## src/adcc_pkg.sv

```systemverilog
// adcc_pkg: shared constants for the converter control ends
package adcc_pkg;
	localparam int CLK_PERIOD_NS = 100;
	// master clock ticks; TRIM_CONVS counts conversions
	localparam int CAL_TICKS = 1443840;
	localparam int SLICE_TICKS = 20;
	localparam int TRIM_CONVS = 72192;
	localparam int CONV_TICKS = 17;
	localparam int ACQ_TICKS = 3;
	// clk_i cycles; HOLD_LOW_NS and RST_PULSE_NS are in ns
	localparam int INT_DIV = 4;
	localparam int EXT_TIMEOUT = 16;
	localparam int SER_HALF = 2;
	localparam int MCLK_HALF = 2;
	localparam int HOLD_LOW_NS = 400;
	localparam int HOLD_LOW_CYC = (HOLD_LOW_NS + CLK_PERIOD_NS - 1) / CLK_PERIOD_NS;
	localparam int RST_PULSE_NS = 400;
	localparam int RST_PULSE_CYC = (RST_PULSE_NS + CLK_PERIOD_NS - 1) / CLK_PERIOD_NS;
	localparam int RD_HOLD_CYC = 6;
	// adc status byte fields
	localparam int ST_CAL = 0;
	localparam int ST_CONV = 1;
	localparam int ST_EOC = 2;
	localparam int ST_TRIM = 3;
	localparam int ST_EXT = 4;
	// host wishbone map (byte addresses)
	localparam logic [7:0] A_CTRL = 8'h00;
	localparam logic [7:0] A_CMD = 8'h04;
	localparam logic [7:0] A_STAT = 8'h08;
	localparam logic [7:0] A_RESULT = 8'h0C;
	localparam logic [7:0] A_ADCST = 8'h10;
	localparam logic [7:0] A_IRQST = 8'h14;
	localparam logic [7:0] A_IRQMSK = 8'h18;
	// ctrl bits
	localparam int C_BURST = 0;
	localparam int C_TRIM = 1;
	localparam int C_EXTCLK = 2;
	localparam int C_AUTORD = 3;
	// cmd bits
	localparam int K_START = 0;
	localparam int K_RESET = 1;
	localparam int K_STATRD = 2;
	// irq bits
	localparam int I_RESULT = 0;
	localparam int I_STATUS = 1;
	localparam int I_ACQ = 2;
	localparam logic [31:0] CTRL_RST = 32'h0000_0008;
	typedef enum logic [2:0] {
		S_CAL = 3'b000,
		S_IDLE = 3'b001,
		S_CONV = 3'b010,
		S_SLICE = 3'b011,
		S_ACQ = 3'b100
	} adcc_state_e;
	typedef enum logic [1:0] {
		H_IDLE = 2'b00,
		H_READ = 2'b01,
		H_GAP = 2'b10
	} adcc_hstate_e;
endpackage

```

## src/adcc_if.sv

```systemverilog
// adcc_if: pins between converter and controller
`timescale 1ns/100ps
interface adcc_if;
	logic hold_n;
	logic acquired_n;
	logic cs_n;
	logic rd_n;
	logic result_status_select;
	logic cal_burst;
	logic interleave_trim_n;
	logic adc_reset;
	logic master_clock_in;
	logic [15:0] data_out;
	logic data_oe_n;
	logic eoc_n;
	logic serial_clk;
	logic serial_result_out;
	logic [15:0] parallel_output_bus;
	// pull-ups hold the bus high while the buffers float
	assign parallel_output_bus = data_oe_n ? 16'hFFFF : data_out;
	modport dev (
		input hold_n, cs_n, rd_n, result_status_select, cal_burst,
		input interleave_trim_n, adc_reset, master_clock_in,
		output acquired_n, data_out, data_oe_n, eoc_n, serial_clk, serial_result_out
	);
	modport host (
		output hold_n, cs_n, rd_n, result_status_select, cal_burst,
		output interleave_trim_n, adc_reset, master_clock_in,
		input acquired_n, parallel_output_bus, eoc_n, serial_clk, serial_result_out
	);
endinterface

```

## src/adcc_dev.sv

```systemverilog
// adcc_dev: converter-side control, calibration and readout logic
//
// Decided for this implementation: the address map and the Wishbone register port.
`timescale 1ns/100ps
module adcc_dev #(
	parameter int CAL_TICKS = adcc_pkg::CAL_TICKS,
	parameter int TRIM_CONVS = adcc_pkg::TRIM_CONVS
) (
	// clock and reset
	input wire logic clk_i,
	input wire logic rst_i,
	// pins
	adcc_if.dev pins,
	// user side
	input wire logic [15:0] sample_i,
	input wire logic free_run_i,
	output logic cal_busy_o,
	output logic [15:0] result_o
);
	localparam logic [20:0] CAL_LAST = 21'(CAL_TICKS - 1);
	localparam logic [16:0] TRIM_LAST = 17'(TRIM_CONVS - 1);
	localparam logic [20:0] CONV_LAST = 21'(adcc_pkg::CONV_TICKS - 1);
	localparam logic [20:0] SLICE_LAST = 21'(adcc_pkg::SLICE_TICKS - 1);
	localparam logic [20:0] ACQ_LAST = 21'(adcc_pkg::ACQ_TICKS - 1);
	localparam logic [4:0] EXT_TO = 5'(adcc_pkg::EXT_TIMEOUT);
	localparam logic [2:0] INT_LAST = 3'(adcc_pkg::INT_DIV - 1);
	localparam logic [1:0] SER_LAST = 2'(adcc_pkg::SER_HALF - 1);

	////////////////////////////////////////////////////////////////
	// pin synchronisers
	localparam int NS = 8;
	logic [NS-1:0] pin_raw;
	logic [NS-1:0] s1_q;
	logic [NS-1:0] s2_q;
	assign pin_raw = {pins.hold_n, pins.cs_n, pins.rd_n, pins.result_status_select,
		pins.cal_burst, pins.interleave_trim_n, pins.adc_reset, pins.master_clock_in};
	genvar gi;
	generate
		for (gi = 0; gi < NS; gi++) begin : g_sync
			always_ff @(posedge clk_i) begin
				if (rst_i) begin
					s1_q[gi] <= 1'b1;
					s2_q[gi] <= 1'b1;
				end else begin
					s1_q[gi] <= pin_raw[gi];
					s2_q[gi] <= s1_q[gi];
				end
			end
		end
	endgenerate
	wire hold_s = s2_q[7];
	wire cs_s = s2_q[6];
	wire rd_s = s2_q[5];
	wire rss_s = s2_q[4];
	wire burst_s = s2_q[3];
	wire trim_n_s = s2_q[2];
	wire areset_s = s2_q[1];
	wire mclk_s = s2_q[0];

	////////////////////////////////////////////////////////////////
	// master clock tick: external edges, else internal oscillator
	logic mclk_prev_q;
	logic [4:0] ext_idle_q;
	logic ext_mode_q;
	logic [2:0] int_div_q;
	wire ext_rise = mclk_s & ~mclk_prev_q;
	wire int_tick = (int_div_q == INT_LAST);
	// a grounded input never rises, so the watchdog falls back to internal
	wire tick = ext_mode_q ? ext_rise : int_tick;
	always_ff @(posedge clk_i) begin
		if (rst_i) begin
			mclk_prev_q <= 1'b1;
			ext_idle_q <= 5'h00;
			ext_mode_q <= 1'b0;
			int_div_q <= 3'h0;
		end else begin
			mclk_prev_q <= mclk_s;
			int_div_q <= int_tick ? 3'h0 : int_div_q + 3'h1;
			if (ext_rise) begin
				ext_idle_q <= 5'h00;
				ext_mode_q <= 1'b1;
			end else if (ext_idle_q == EXT_TO) begin
				ext_mode_q <= 1'b0;
			end else begin
				ext_idle_q <= ext_idle_q + 5'h01;
			end
		end
	end

	////////////////////////////////////////////////////////////////
	// conversion and calibration sequencer
	adcc_pkg::adcc_state_e st_q;
	logic [20:0] cnt_q;
	logic [16:0] trim_q;
	logic trim_done_q;
	logic acq_n_q;
	logic hold_prev_q;
	logic [15:0] held_q;
	logic [15:0] result_q;
	logic new_res;
	// in free-run the converter's own acquired_n drives its hold
	wire hold_src = free_run_i ? acq_n_q : hold_s;
	wire hold_fall = hold_prev_q & ~hold_src;
	wire cnt_end = tick && (cnt_q == 21'h000000);
	wire trim_on = ~trim_n_s;
	wire stat_rd = ~cs_s & ~rd_s & ~rss_s;
	assign new_res = (st_q == adcc_pkg::S_CONV) && cnt_end;
	always_ff @(posedge clk_i) begin
		if (rst_i) begin
			st_q <= adcc_pkg::S_CAL;
			cnt_q <= CAL_LAST;
			acq_n_q <= 1'b1;
			hold_prev_q <= 1'b1;
			trim_q <= 17'h00000;
			held_q <= 16'h0000;
			result_q <= 16'h0000;
		end else begin
			hold_prev_q <= hold_src;
			if (tick && cnt_q != 21'h000000) begin
				cnt_q <= cnt_q - 21'h000001;
			end
			if (areset_s) begin
				st_q <= adcc_pkg::S_CAL;
				cnt_q <= CAL_LAST;
				acq_n_q <= 1'b1;
			end else begin
				unique case (st_q)
					adcc_pkg::S_CAL: begin
						if (cnt_end) begin
							// burst keeps looping whole calibration cycles
							if (burst_s) begin
								cnt_q <= CAL_LAST;
							end else begin
								st_q <= adcc_pkg::S_ACQ;
								cnt_q <= ACQ_LAST;
							end
						end
					end
					adcc_pkg::S_IDLE: begin
						if (burst_s) begin
							st_q <= adcc_pkg::S_CAL;
							cnt_q <= CAL_LAST;
							acq_n_q <= 1'b1;
						end else if (hold_fall) begin
							st_q <= adcc_pkg::S_CONV;
							cnt_q <= CONV_LAST;
							held_q <= sample_i;
							acq_n_q <= 1'b1;
						end
					end
					adcc_pkg::S_CONV: begin
						if (cnt_end) begin
							result_q <= held_q;
							st_q <= trim_on ? adcc_pkg::S_SLICE : adcc_pkg::S_ACQ;
							cnt_q <= trim_on ? SLICE_LAST : ACQ_LAST;
						end
					end
					adcc_pkg::S_SLICE: begin
						if (cnt_end) begin
							trim_q <= (trim_q == TRIM_LAST) ? 17'h00000 : trim_q + 17'h00001;
							st_q <= adcc_pkg::S_ACQ;
							cnt_q <= ACQ_LAST;
						end
					end
					adcc_pkg::S_ACQ: begin
						if (cnt_end) begin
							st_q <= adcc_pkg::S_IDLE;
							acq_n_q <= 1'b0;
						end
					end
					default: begin
						st_q <= adcc_pkg::S_CAL;
						cnt_q <= CAL_LAST;
					end
				endcase
			end
		end
	end

	// full interleaved calibration done; cleared as a status read ends, so it is seen
	logic stat_rd_prev_q;
	wire stat_rd_end = stat_rd_prev_q & ~stat_rd;
	always_ff @(posedge clk_i) begin
		if (rst_i) begin
			trim_done_q <= 1'b0;
			stat_rd_prev_q <= 1'b0;
		end else begin
			stat_rd_prev_q <= stat_rd;
			if (st_q == adcc_pkg::S_SLICE && cnt_end && trim_q == TRIM_LAST) begin
				trim_done_q <= 1'b1;
			end else if (stat_rd_end) begin
				trim_done_q <= 1'b0;
			end
		end
	end

	////////////////////////////////////////////////////////////////
	// parallel port
	logic [15:0] data_q;
	logic oe_n_q;
	logic eoc_n_q;
	logic cal_busy_q;
	logic [7:0] status;
	wire rd_act = ~cs_s & ~rd_s;
	always_comb begin
		status = 8'h00;
		status[adcc_pkg::ST_CAL] = (st_q == adcc_pkg::S_CAL);
		status[adcc_pkg::ST_CONV] = (st_q == adcc_pkg::S_CONV) || (st_q == adcc_pkg::S_SLICE);
		status[adcc_pkg::ST_EOC] = ~eoc_n_q;
		status[adcc_pkg::ST_TRIM] = trim_done_q;
		status[adcc_pkg::ST_EXT] = ext_mode_q;
	end
	always_ff @(posedge clk_i) begin
		if (rst_i) begin
			data_q <= 16'h0000;
			oe_n_q <= 1'b1;
			eoc_n_q <= 1'b1;
			cal_busy_q <= 1'b1;
		end else begin
			// tied-low strobes keep the word on the bus at all times
			data_q <= rss_s ? result_q : {8'h00, status};
			oe_n_q <= ~rd_act;
			cal_busy_q <= status[adcc_pkg::ST_CAL];
			if (new_res) begin
				eoc_n_q <= 1'b0;
			end else if (rd_act && rss_s) begin
				eoc_n_q <= 1'b1;
			end
		end
	end

	////////////////////////////////////////////////////////////////
	// serial result, shifted on falling edge so it is steady at rising
	logic [15:0] ser_q;
	logic [4:0] ser_bits_q;
	logic [1:0] ser_ph_q;
	logic sclk_q;
	always_ff @(posedge clk_i) begin
		if (rst_i) begin
			ser_q <= 16'h0000;
			ser_bits_q <= 5'h00;
			ser_ph_q <= 2'h0;
			sclk_q <= 1'b0;
		end else if (new_res) begin
			ser_q <= held_q;
			ser_bits_q <= 5'h10;
			ser_ph_q <= 2'h0;
			sclk_q <= 1'b0;
		end else if (ser_bits_q != 5'h00) begin
			ser_ph_q <= (ser_ph_q == SER_LAST) ? 2'h0 : ser_ph_q + 2'h1;
			if (ser_ph_q == SER_LAST) begin
				sclk_q <= ~sclk_q;
				if (sclk_q) begin
					ser_q <= {ser_q[14:0], 1'b0};
					ser_bits_q <= ser_bits_q - 5'h01;
				end
			end
		end
	end

	assign pins.acquired_n = acq_n_q;
	assign pins.data_out = data_q;
	assign pins.data_oe_n = oe_n_q;
	assign pins.eoc_n = eoc_n_q;
	assign pins.serial_clk = sclk_q;
	assign pins.serial_result_out = ser_q[15];
	assign result_o = result_q;
	assign cal_busy_o = cal_busy_q;
endmodule

```

## src/flat_wrapper.sv

```systemverilog
// flat-port wrapper written by rule: the top's interface ports become plain ports
module adcc_dev_flat 
#(
	parameter int CAL_TICKS = adcc_pkg::CAL_TICKS,
	parameter int TRIM_CONVS = adcc_pkg::TRIM_CONVS
)
  (clk_i, rst_i, sample_i, free_run_i, cal_busy_o, result_o, pins_hold_n, pins_cs_n, pins_rd_n, pins_result_status_select, pins_cal_burst, pins_interleave_trim_n, pins_adc_reset, pins_master_clock_in, pins_acquired_n, pins_data_out, pins_data_oe_n, pins_eoc_n, pins_serial_clk, pins_serial_result_out);
  adcc_if pins_i ();
  input wire logic clk_i;
  input wire logic rst_i;
  input wire logic [15:0] sample_i;
  input wire logic free_run_i;
  output logic cal_busy_o;
  output logic [15:0] result_o;
  input wire logic [$bits(pins_i.hold_n)-1:0] pins_hold_n;
  input wire logic [$bits(pins_i.cs_n)-1:0] pins_cs_n;
  input wire logic [$bits(pins_i.rd_n)-1:0] pins_rd_n;
  input wire logic [$bits(pins_i.result_status_select)-1:0] pins_result_status_select;
  input wire logic [$bits(pins_i.cal_burst)-1:0] pins_cal_burst;
  input wire logic [$bits(pins_i.interleave_trim_n)-1:0] pins_interleave_trim_n;
  input wire logic [$bits(pins_i.adc_reset)-1:0] pins_adc_reset;
  input wire logic [$bits(pins_i.master_clock_in)-1:0] pins_master_clock_in;
  output wire logic [$bits(pins_i.acquired_n)-1:0] pins_acquired_n;
  output wire logic [$bits(pins_i.data_out)-1:0] pins_data_out;
  output wire logic [$bits(pins_i.data_oe_n)-1:0] pins_data_oe_n;
  output wire logic [$bits(pins_i.eoc_n)-1:0] pins_eoc_n;
  output wire logic [$bits(pins_i.serial_clk)-1:0] pins_serial_clk;
  output wire logic [$bits(pins_i.serial_result_out)-1:0] pins_serial_result_out;
  assign pins_i.hold_n = pins_hold_n;
  assign pins_i.cs_n = pins_cs_n;
  assign pins_i.rd_n = pins_rd_n;
  assign pins_i.result_status_select = pins_result_status_select;
  assign pins_i.cal_burst = pins_cal_burst;
  assign pins_i.interleave_trim_n = pins_interleave_trim_n;
  assign pins_i.adc_reset = pins_adc_reset;
  assign pins_i.master_clock_in = pins_master_clock_in;
  assign pins_acquired_n = pins_i.acquired_n;
  assign pins_data_out = pins_i.data_out;
  assign pins_data_oe_n = pins_i.data_oe_n;
  assign pins_eoc_n = pins_i.eoc_n;
  assign pins_serial_clk = pins_i.serial_clk;
  assign pins_serial_result_out = pins_i.serial_result_out;
  adcc_dev #(.CAL_TICKS(CAL_TICKS), .TRIM_CONVS(TRIM_CONVS)) u_core (.clk_i(clk_i), .rst_i(rst_i), .pins(pins_i), .sample_i(sample_i), .free_run_i(free_run_i), .cal_busy_o(cal_busy_o), .result_o(result_o));
endmodule
```

## config.mk

```make
export PLATFORM = sky130hd
export DESIGN_NAME = adcc_dev_flat
export DESIGN_NICKNAME = d
export VERILOG_FILES = /design/src/adcc_pkg.sv /design/src/adcc_if.sv /design/src/adcc_dev.sv /design/src/flat_wrapper.sv
export SDC_FILE = /design/constraint.sdc
export NUM_CORES = 1
export LEC_CHECK = 0
export BUFFER_PORTS_ARGS = -buffer_cell sky130_fd_sc_hd__buf_4
export CORE_ASPECT_RATIO = 2
export CORE_UTILIZATION = 40
export DETAILED_ROUTE_END_ITERATION = 7
export SLEW_MARGIN = 10
export SYNTH_ARGS = -nofsm -noshare
export SYNTH_HDL_FRONTEND = slang
export SYNTH_SLANG_ARGS = --single-unit
```

## constraint.sdc

```tcl
create_clock -name clk_i -period 3.4 [get_ports clk_i]
set_input_delay 0.68 -clock clk_i [delete_from_list [all_inputs] [get_ports clk_i]]
set_output_delay 0.68 -clock clk_i [all_outputs]
set_load 0.02 [all_outputs]
```

# Yosys cells after proc, flatten, opt, wreduce, memory -nomap -nowiden
# Index checks and enable logic that the tools add are counted.
[word_totals]
ff_bits = 146
output_inout_bits = 38
elab_cells = 147
[classes]
addsub = 6
n_eq_ne = 14
mux = 41
n_bitwise = 16
n_reduce_logical = 31
[op_table]
columns = ["cell", "count"]
rows = [
  ["$mux W21", 7],
  ["$pmux W21 S5", 1],
  ["$mux W16", 4],
  ["$mux W5", 6],
  ["$mux W3", 8],
  ["$logic_not A21 Y1", 1],
  ["$reduce_bool A21 Y1", 1],
  ["$sub A21 B1 Y21 const B", 1],
  ["$add A17 B1 Y17 const B", 1],
  ["$eq A17 B17 Y1 const B", 1],
  ["$mux W17", 1],
  ["$pmux W3 S5", 1],
  ["$reduce_and A3 Y1", 5],
  ["$reduce_bool A2 Y1", 7],
  ["$mux W1", 11],
  ["$not A1 Y1", 11],
  ["$reduce_or A2 Y1", 5],
  ["$eq A3 B2 Y1 const B", 3],
  ["$ne A2 B1 Y1 const B", 4],
  ["$logic_and A1 B1 Y1", 6],
  ["$reduce_and A6 Y1", 1],
  ["$add A5 B1 Y5 const B", 1],
  ["$and A1 B1 Y1", 5],
  ["$eq A5 B5 Y1 const B", 1],
  ["15 further kinds", 15],
]

# Logic depth before layout (Yosys ltp)
# Gate-level depths: netlist of run 1.
[depth]
depth_word = 8
mapped_depth = 11

# Worst setup path after synthesis of run 1
# No wires, ideal clock.
[synth_timing]
path_kind = "register -> register"
start = "register u_core.cnt_q[0]"
end = "register u_core.result_q[10] (netlist: u_core.result_o[10])"
arrival_time_ps = 2345
setup_slack_ps = 918
path_stages_with_launch = 12
path_buffers = 3
period_less_slack_ps = 2482
path_cell_list = "dfxtp_1 > inv_1 > ha_1 > or4b_1 > buf_4 > nor4_4 > and2_1 > buf_4 > nand3b_2 > buf_2 > nand2_1 > a21oi_2"
[synth_between]
elab_chain_len = 3
[synth_rtl]
columns = ["element", "line", "rtl"]
rows = [
  ["start: declaration", "adcc_dev.sv:93", "logic [20:0] cnt_q;"],
  ["start signal: assignment", "adcc_dev.sv:120", "cnt_q <= cnt_q - 21'h000001;"],
  ["start signal: assignment", "adcc_dev.sv:155", "cnt_q <= trim_on ? SLICE_LAST : ACQ_LAST;"],
  ["$logic_not A21 Y1", "adcc_dev.sv:104", "wire cnt_end = tick && (cnt_q == 21'h000000);"],
  ["$logic_and A1 B1 Y1", "adcc_dev.sv:104", ""],
  ["$reduce_and A3 Y1 (no source line)", "--", ""],
  ["end signal: assignment", "adcc_dev.sv:153", "result_q <= held_q;"],
  ["end: declaration", "adcc_dev.sv:99", "logic [15:0] result_q;"],
]
# No other way between the ends.
# A chain may end at the register's enable or synchronous reset.

# Worst setup path after layout of run 1
[layout_timing]
start = "register u_core.cnt_q[0]"
end = "register u_core.result_q[9] (netlist: u_core.result_o[9])"
# Same word-level chain as after synthesis.

==> results.toml, run 1 <==
[run_status]
status = "finished, final reports clean"

[synth]
synth_edf_count = 0
avgSynthCellArea_sq_um = 9.14
yosys_warnings = 0
yosys_register_bits = 146
synth_area_leaders = "dfxtp_1 49%, mux2i_1 6.2%, nor2_1 5.9%"
synth.distinct_cells = 57
synth_seq_area_share = 0.490
synth_area_sq_um = 5960
ys.flop_type = "dfxtp_1"
synth_top_area_cell = "dfxtp_1"
synth_fp_nets = 687
async_flop_share = 0
netlist_instances = 652
synth_top_area_frac = 0.490

[timing]
fin_setup_tns_ns = 0
worst_slew_pin_slew_ns = 1.06
fmaxAchievable_mhz = 348
slew-limit-headroom = 0.293
timing.final.hold_violations = 0
post-route-period-util = 0.844
fin_ws_ns = 0.529
skew_ns = 0.0120
setup_viol_count_final = 0
maxSlewViolCount = 0
whs_ns = 0.405
min_period_ns = 2.87
rsz0062_at_grt = "no"

[layout]
diodes = 0
finish.utilization = 0.494
final_area_sq_um = 7130
final_common_cell = "dfxtp_1"
final_cell_mix = "146 x dfxtp_1, 94 x nor2_1, 70 x buf_4"
areaGrowthSynthToFinish_pct = 19.7
drive_gt1_frac = 0.196
layout.nets = 741

[critical_path]
cp.buffers_inverters = 1
max_stage_delay_ns = 0.54
cp_top_family = "simple AND/OR/NAND/NOR gates"
reg2reg_slack_ns = 0.53
reg2regPathDepth = 8
cp.depth = 8
critPathCaptureType = "flip-flop"
cp.arrival_ns = 3.13
r2r_end = "u_core.result_o[9]$_SDFFE_PP0P_"
path_cells = "inv_1, ha_1, or4b_1, nor4_4, and2_1, nand3b_2, nand2_1, a21oi_2"
cp_slowest_cell = "nor4_4"
critPathLaunchType = "flip-flop"
r2r-start = "u_core.cnt_q[0]$_SDFF_PP1_"
cp_max_fo = 16
worst_ep_required_time_ns = 3.66
path_class = "flip-flop to flip-flop"
endpoint = "u_core.result_o[9]$_SDFFE_PP0P_"
crit_start = "u_core.cnt_q[0]$_SDFF_PP1_"

[detailed_routing]
num_vias = 4621
wl_microns = 14300
drc = 0
wl_per_cell_microns = 15.7
vias_per_cell = 5.08
ant_nets = 0
drt_iter0_drc = 283
drt_pass1_iterations = 4

[die]
die_y_microns = 175
rows = 62
die_w_microns = 88.3
initial_core_util = 0.413
dieArea_sq_um = 15400
io_pins = 65
core_sq_um = 14400

[place]
routabilityCongestion = 0.851
post_dp_cell_area_sq_um = 6560
io_buffers = 64
dp_slack_ns = 0.527
dp_hpwl_microns = 10400

[grt]
grt_start_max_net_pins = 95
grt_pass1_wl_microns = 23500
antenna_found_initial = 0
grt-ovfl-total = 0
grt.total_usage = 0.199
grt_pass1_vias = 4823

[clock_network]
cts_resized = 0
cts_num_sinks = 146
cts_tree = "yes"
numCtsBuffers = 17
clk_pin_slew_ns = 0.07
cts_buffer_depth = 2
ctsHoldBuffers = 0
postCtsSetupBuffers = 0
cts-root-buf = "clkbuf_16"
htree_levels = 4
clk_latency_ns = 0.42

[power_and_ir_drop]
ir_drop_v = 0.000351
p_leak_nw = 2.94
p_per_area_nw_per_um2 = 511

[job]
cap_viol_max_count = 0

[hold_path]
hold_path.class = "flip-flop to flip-flop"
[worst register-to-register path, cell delays in order, from the launching register on]
cell	delay, ns
dfxtp_1	0.35
inv_1	0.07
ha_1	0.17
or4b_1	0.51
nor4_4	0.54
and2_1	0.44
nand3b_2	0.38
nand2_1	0.21
a21oi_2	0.06
[worst min path at each step]
stage / startpoint / end / slack, ns / cells after the start
2_1_floorplan: u_core.s1_q[1]$_SDFF_PP1_ / u_core.areset_s$_SDFF_PP1_ / 0.39 / 1
3_5_place_dp: u_core.s1_q[5]$_SDFF_PP1_ / u_core.rd_s$_SDFF_PP1_ / 0.40 / 1
4_1_cts: u_core.s1_q[1]$_SDFF_PP1_ / u_core.areset_s$_SDFF_PP1_ / 0.41 / 1
6_report: u_core.s1_q[1]$_SDFF_PP1_ / u_core.areset_s$_SDFF_PP1_ / 0.41 / 1
5_1_grt: pins_rd_n / u_core.s1_q[5]$_SDFF_PP1_ / 0.42 / 2
3_3_place_gp: u_core.s1_q[1]$_SDFF_PP1_ / u_core.areset_s$_SDFF_PP1_ / 0.39 / 1
[layout make-up]
cell class | count | area (sq um)
fillers | 1443 | 7290
clock inverters | 14 | 145
well taps | 192 | 240
flip-flops and latches | 146 | 2920
clock buffers | 17 | 425
multi-input cells | 458 | 2830
inverters | 13 | 48.8
repair buffers | 70 | 526
[state kept, by name, summed over array words and instances, names as in the netlist, 2 cells and up]
signal                count
u_core.cnt_q             21
u_core.ext_idle_q         5
u_core.held_q            16
u_core.int_div_q          3
u_core.pins.data_out     16
u_core.result_o          16
u_core.s1_q               8
u_core.ser_bits_q         5
u_core.ser_ph_q           2
u_core.ser_q             16
u_core.st_q               3
u_core.trim_q            17
[kinds of logic after synthesis]
family          synth area share
simple gates               0.241
flops                      0.490
buf+inv                   0.0355
mux                       0.0621
fa+ha+maj                 0.0168
compound gates            0.0892
xor+xnor                  0.0647
[cells in the mapped netlist (all sizes together), types with 2 or more instances]
cell type	instances
inv	13
o221ai	2
clkbuf	24
nand3b	3
nor3	30
nand4	7
xnor2	19
or4b	2
xor2	25
o21ai	17
nor4	10
a211oi	16
and3	6
dfxtp	146
ha	8
nand2	65
o21bai	2
nand2b	4
nor3b	2
mux2i	37
and2	13
nor2b	5
buf	11
or4	2
nand3	14
nor2	94
a31oi	3
or2	19
or3	7
a21oi	32
nor4b	2
[stage by stage]
step	power, mW	instances
finish	3.65	910
global route	3.77	910
CTS	3.69	910
detailed placement	1.87	879
global placement	1.87	879
floorplan	1.83	652
[report_power, final]
group	total [mW]	internal (mW)	switching, mW
logic	0.0933	0.0433	0.0500
registers	1.74	1.73	0.0126
clock network	1.81	1.03	0.784
total	3.65	2.80	0.847
[metal layers]
layer,vias up,global-route usage,part of all wire,wire length [microns]
met5,-,0,0,0
met4,0,0.0820,0.025,361
met3,28,0.0463,0.032,461
met2,90,0.371,0.57,8120
met1,2173,0.204,0.37,5310
li1,2330,-,-,-
(Power assumes the default switching activity.)
==> inputs of run 2 (changes only) <==
==> constraint.sdc (replaced) <==
create_clock -name clk_i -period 2.6 [get_ports clk_i]
set_input_delay 0.52 -clock clk_i [delete_from_list [all_inputs] [get_ports clk_i]]
set_output_delay 0.52 -clock clk_i [all_outputs]
set_load 0.02 [all_outputs]
==> results.toml, run 2 (synthesis results as in run 1) <==
[grt]
grt_start_max_net_pins = 69
grt-ovfl-total = 0
grt_pass1_wl_microns = 23900
grt.total_usage = 0.203
antenna_found_initial = 0
grt_pass1_vias = 4835

[critical_path]
critPathCaptureType = "flip-flop"
cp_slowest_cell = "or4_1"
cp_max_fo = 9
endpoint = "u_core.trim_q[4]$_SDFFE_PP0P_"
cp_top_family = "simple AND/OR/NAND/NOR gates"
cp.depth = 7
critPathLaunchType = "flip-flop"
cp.buffers_inverters = 1
r2r-start = "u_core.cnt_q[12]$_SDFF_PP0_"
path_class = "flip-flop to flip-flop"
reg2reg_slack_ns = 0.15
r2r_end = "u_core.trim_q[4]$_SDFFE_PP0P_"
cp.arrival_ns = 2.75
worst_ep_required_time_ns = 2.90
reg2regPathDepth = 7
max_stage_delay_ns = 0.68
path_cells = "or4_1, nor4_4, buf_4, and3_2, nand4_1, xor2_1, nor2_1"
crit_start = "u_core.cnt_q[12]$_SDFF_PP0_"

[timing]
setup_viol_count_final = 0
post-route-period-util = 0.944
maxSlewViolCount = 0
fin_setup_tns_ns = 0
timing.final.hold_violations = 0
fin_ws_ns = 0.146
fmaxAchievable_mhz = 408
worst_slew_pin_slew_ns = 0.625
min_period_ns = 2.45
slew-limit-headroom = 0.582
skew_ns = 0.0107
rsz0062_at_grt = "no"

[place]
io_buffers = 64
dp_slack_ns = 0.0472
dp_hpwl_microns = 10500
post_dp_cell_area_sq_um = 6680
routabilityCongestion = 0.850

[power_and_ir_drop]
p_per_area_nw_per_um2 = 656
ir_drop_v = 0.000497
p_leak_nw = 3.03

[die]
io_pins = 65
dieArea_sq_um = 15400
die_w_microns = 88.3
core_sq_um = 14400
die_y_microns = 175
rows = 62
initial_core_util = 0.413

[run_status]
status = "finished, final reports clean"

[clock_network]
clk_pin_slew_ns = 0.06
cts_buffer_depth = 2
numCtsBuffers = 17
cts_tree = "yes"
cts-root-buf = "clkbuf_16"
cts_num_sinks = 146
clk_latency_ns = 0.42
htree_levels = 4
ctsHoldBuffers = 0

[detailed_routing]
drt_pass1_iterations = 4
drt_iter0_drc = 142
drc = 0
wl_per_cell_microns = 15.5
ant_nets = 0
vias_per_cell = 5.10
wl_microns = 14400
num_vias = 4717

[job]
cap_viol_max_count = 0

[layout]
regMostFlops = "u_core.cnt_q"
final_area_sq_um = 7280
diodes = 0
final_common_cell = "dfxtp_1"
largestRegisters = "u_core.cnt_q: 21 flops, u_core.trim_q: 17 flops"
largest_reg_flops = 21
layout.nets = 754
final_cell_mix = "146 x dfxtp_1, 94 x nor2_1, 80 x buf_4"
areaGrowthSynthToFinish_pct = 22.1
drive_gt1_frac = 0.213

[hold_path]
min_path_cells = 2
hold_path.class = "primary input to flip-flop"
[run 2: worst reg2reg max path, delay by kind of cell, from the launching register on]
family        cells  cell delay, ns
buf+inv           1            0.21
flops             1            0.36
simple gates      5            1.59
xor+xnor          1            0.18
[run 2: per-stage QoR]
step / util / power, mW / cells / hold slack, ns
CTS: 0.503 / 4.83 / 922 / 0.268
global route: 0.504 / 4.95 / 924 / 0.281
finish: 0.504 / 4.77 / 924 / 0.281
floorplan: - / 2.40 / 652 / 0.389
detailed placement: 0.463 / 2.45 / 890 / 0.396
global placement: 0.463 / 2.45 / 890 / 0.391
[run 2: per-layer routing]
layer	vias to the layer above	wire, microns	global-route usage	part of all wire
met1	2229	5210	0.203	0.36
met3	35	447	0.0387	0.031
met2	105	8110	0.377	0.56
met4	0	601	0.110	0.042
met5	-	0	0	0
li1	2348	-	-	-
[run 2: timing repair]
item                                    CTS  global route
buffers inserted                          0             2
gates resized for setup                   0             1
endpoints found under the hold margin     0             0
endpoints found under the setup margin    0            28
[run 2: worst min path at each step]
| stage | from | end | slack (ns) |
|---|---|---|---|
| final | pins_cal_burst | u_core.s1_q[3]$_SDFF_PP1_ | 0.28 |
| after global routing | pins_adc_reset | u_core.s1_q[1]$_SDFF_PP1_ | 0.28 |
| after CTS | pins_cal_burst | u_core.s1_q[3]$_SDFF_PP1_ | 0.27 |
| after detailed placement | u_core.s1_q[2]$_SDFF_PP1_ | u_core.trim_n_s$_SDFF_PP1_ | 0.40 |
| after global placement | u_core.s1_q[3]$_SDFF_PP1_ | u_core.burst_s$_SDFF_PP1_ | 0.39 |
| after floorplan | u_core.s1_q[1]$_SDFF_PP1_ | u_core.areset_s$_SDFF_PP1_ | 0.39 |
[run 2: area by class of cell]
type	count	area [sq um]
clock buffers	18	439
multi-input cells	458	2830
flip-flops and latches	146	2920
repair buffers	83	661
well taps	192	240
fillers	1427	7150
inverters	13	48.8
clock inverters	14	134
[run 2: power by group]
| group | internal [mW] | total (mW) | switching, mW |
|---|---|---|---|
| combinational | 0.0609 | 0.126 | 0.0647 |
| sequential | 2.26 | 2.27 | 0.0160 |
| clock | 1.30 | 2.37 | 1.08 |
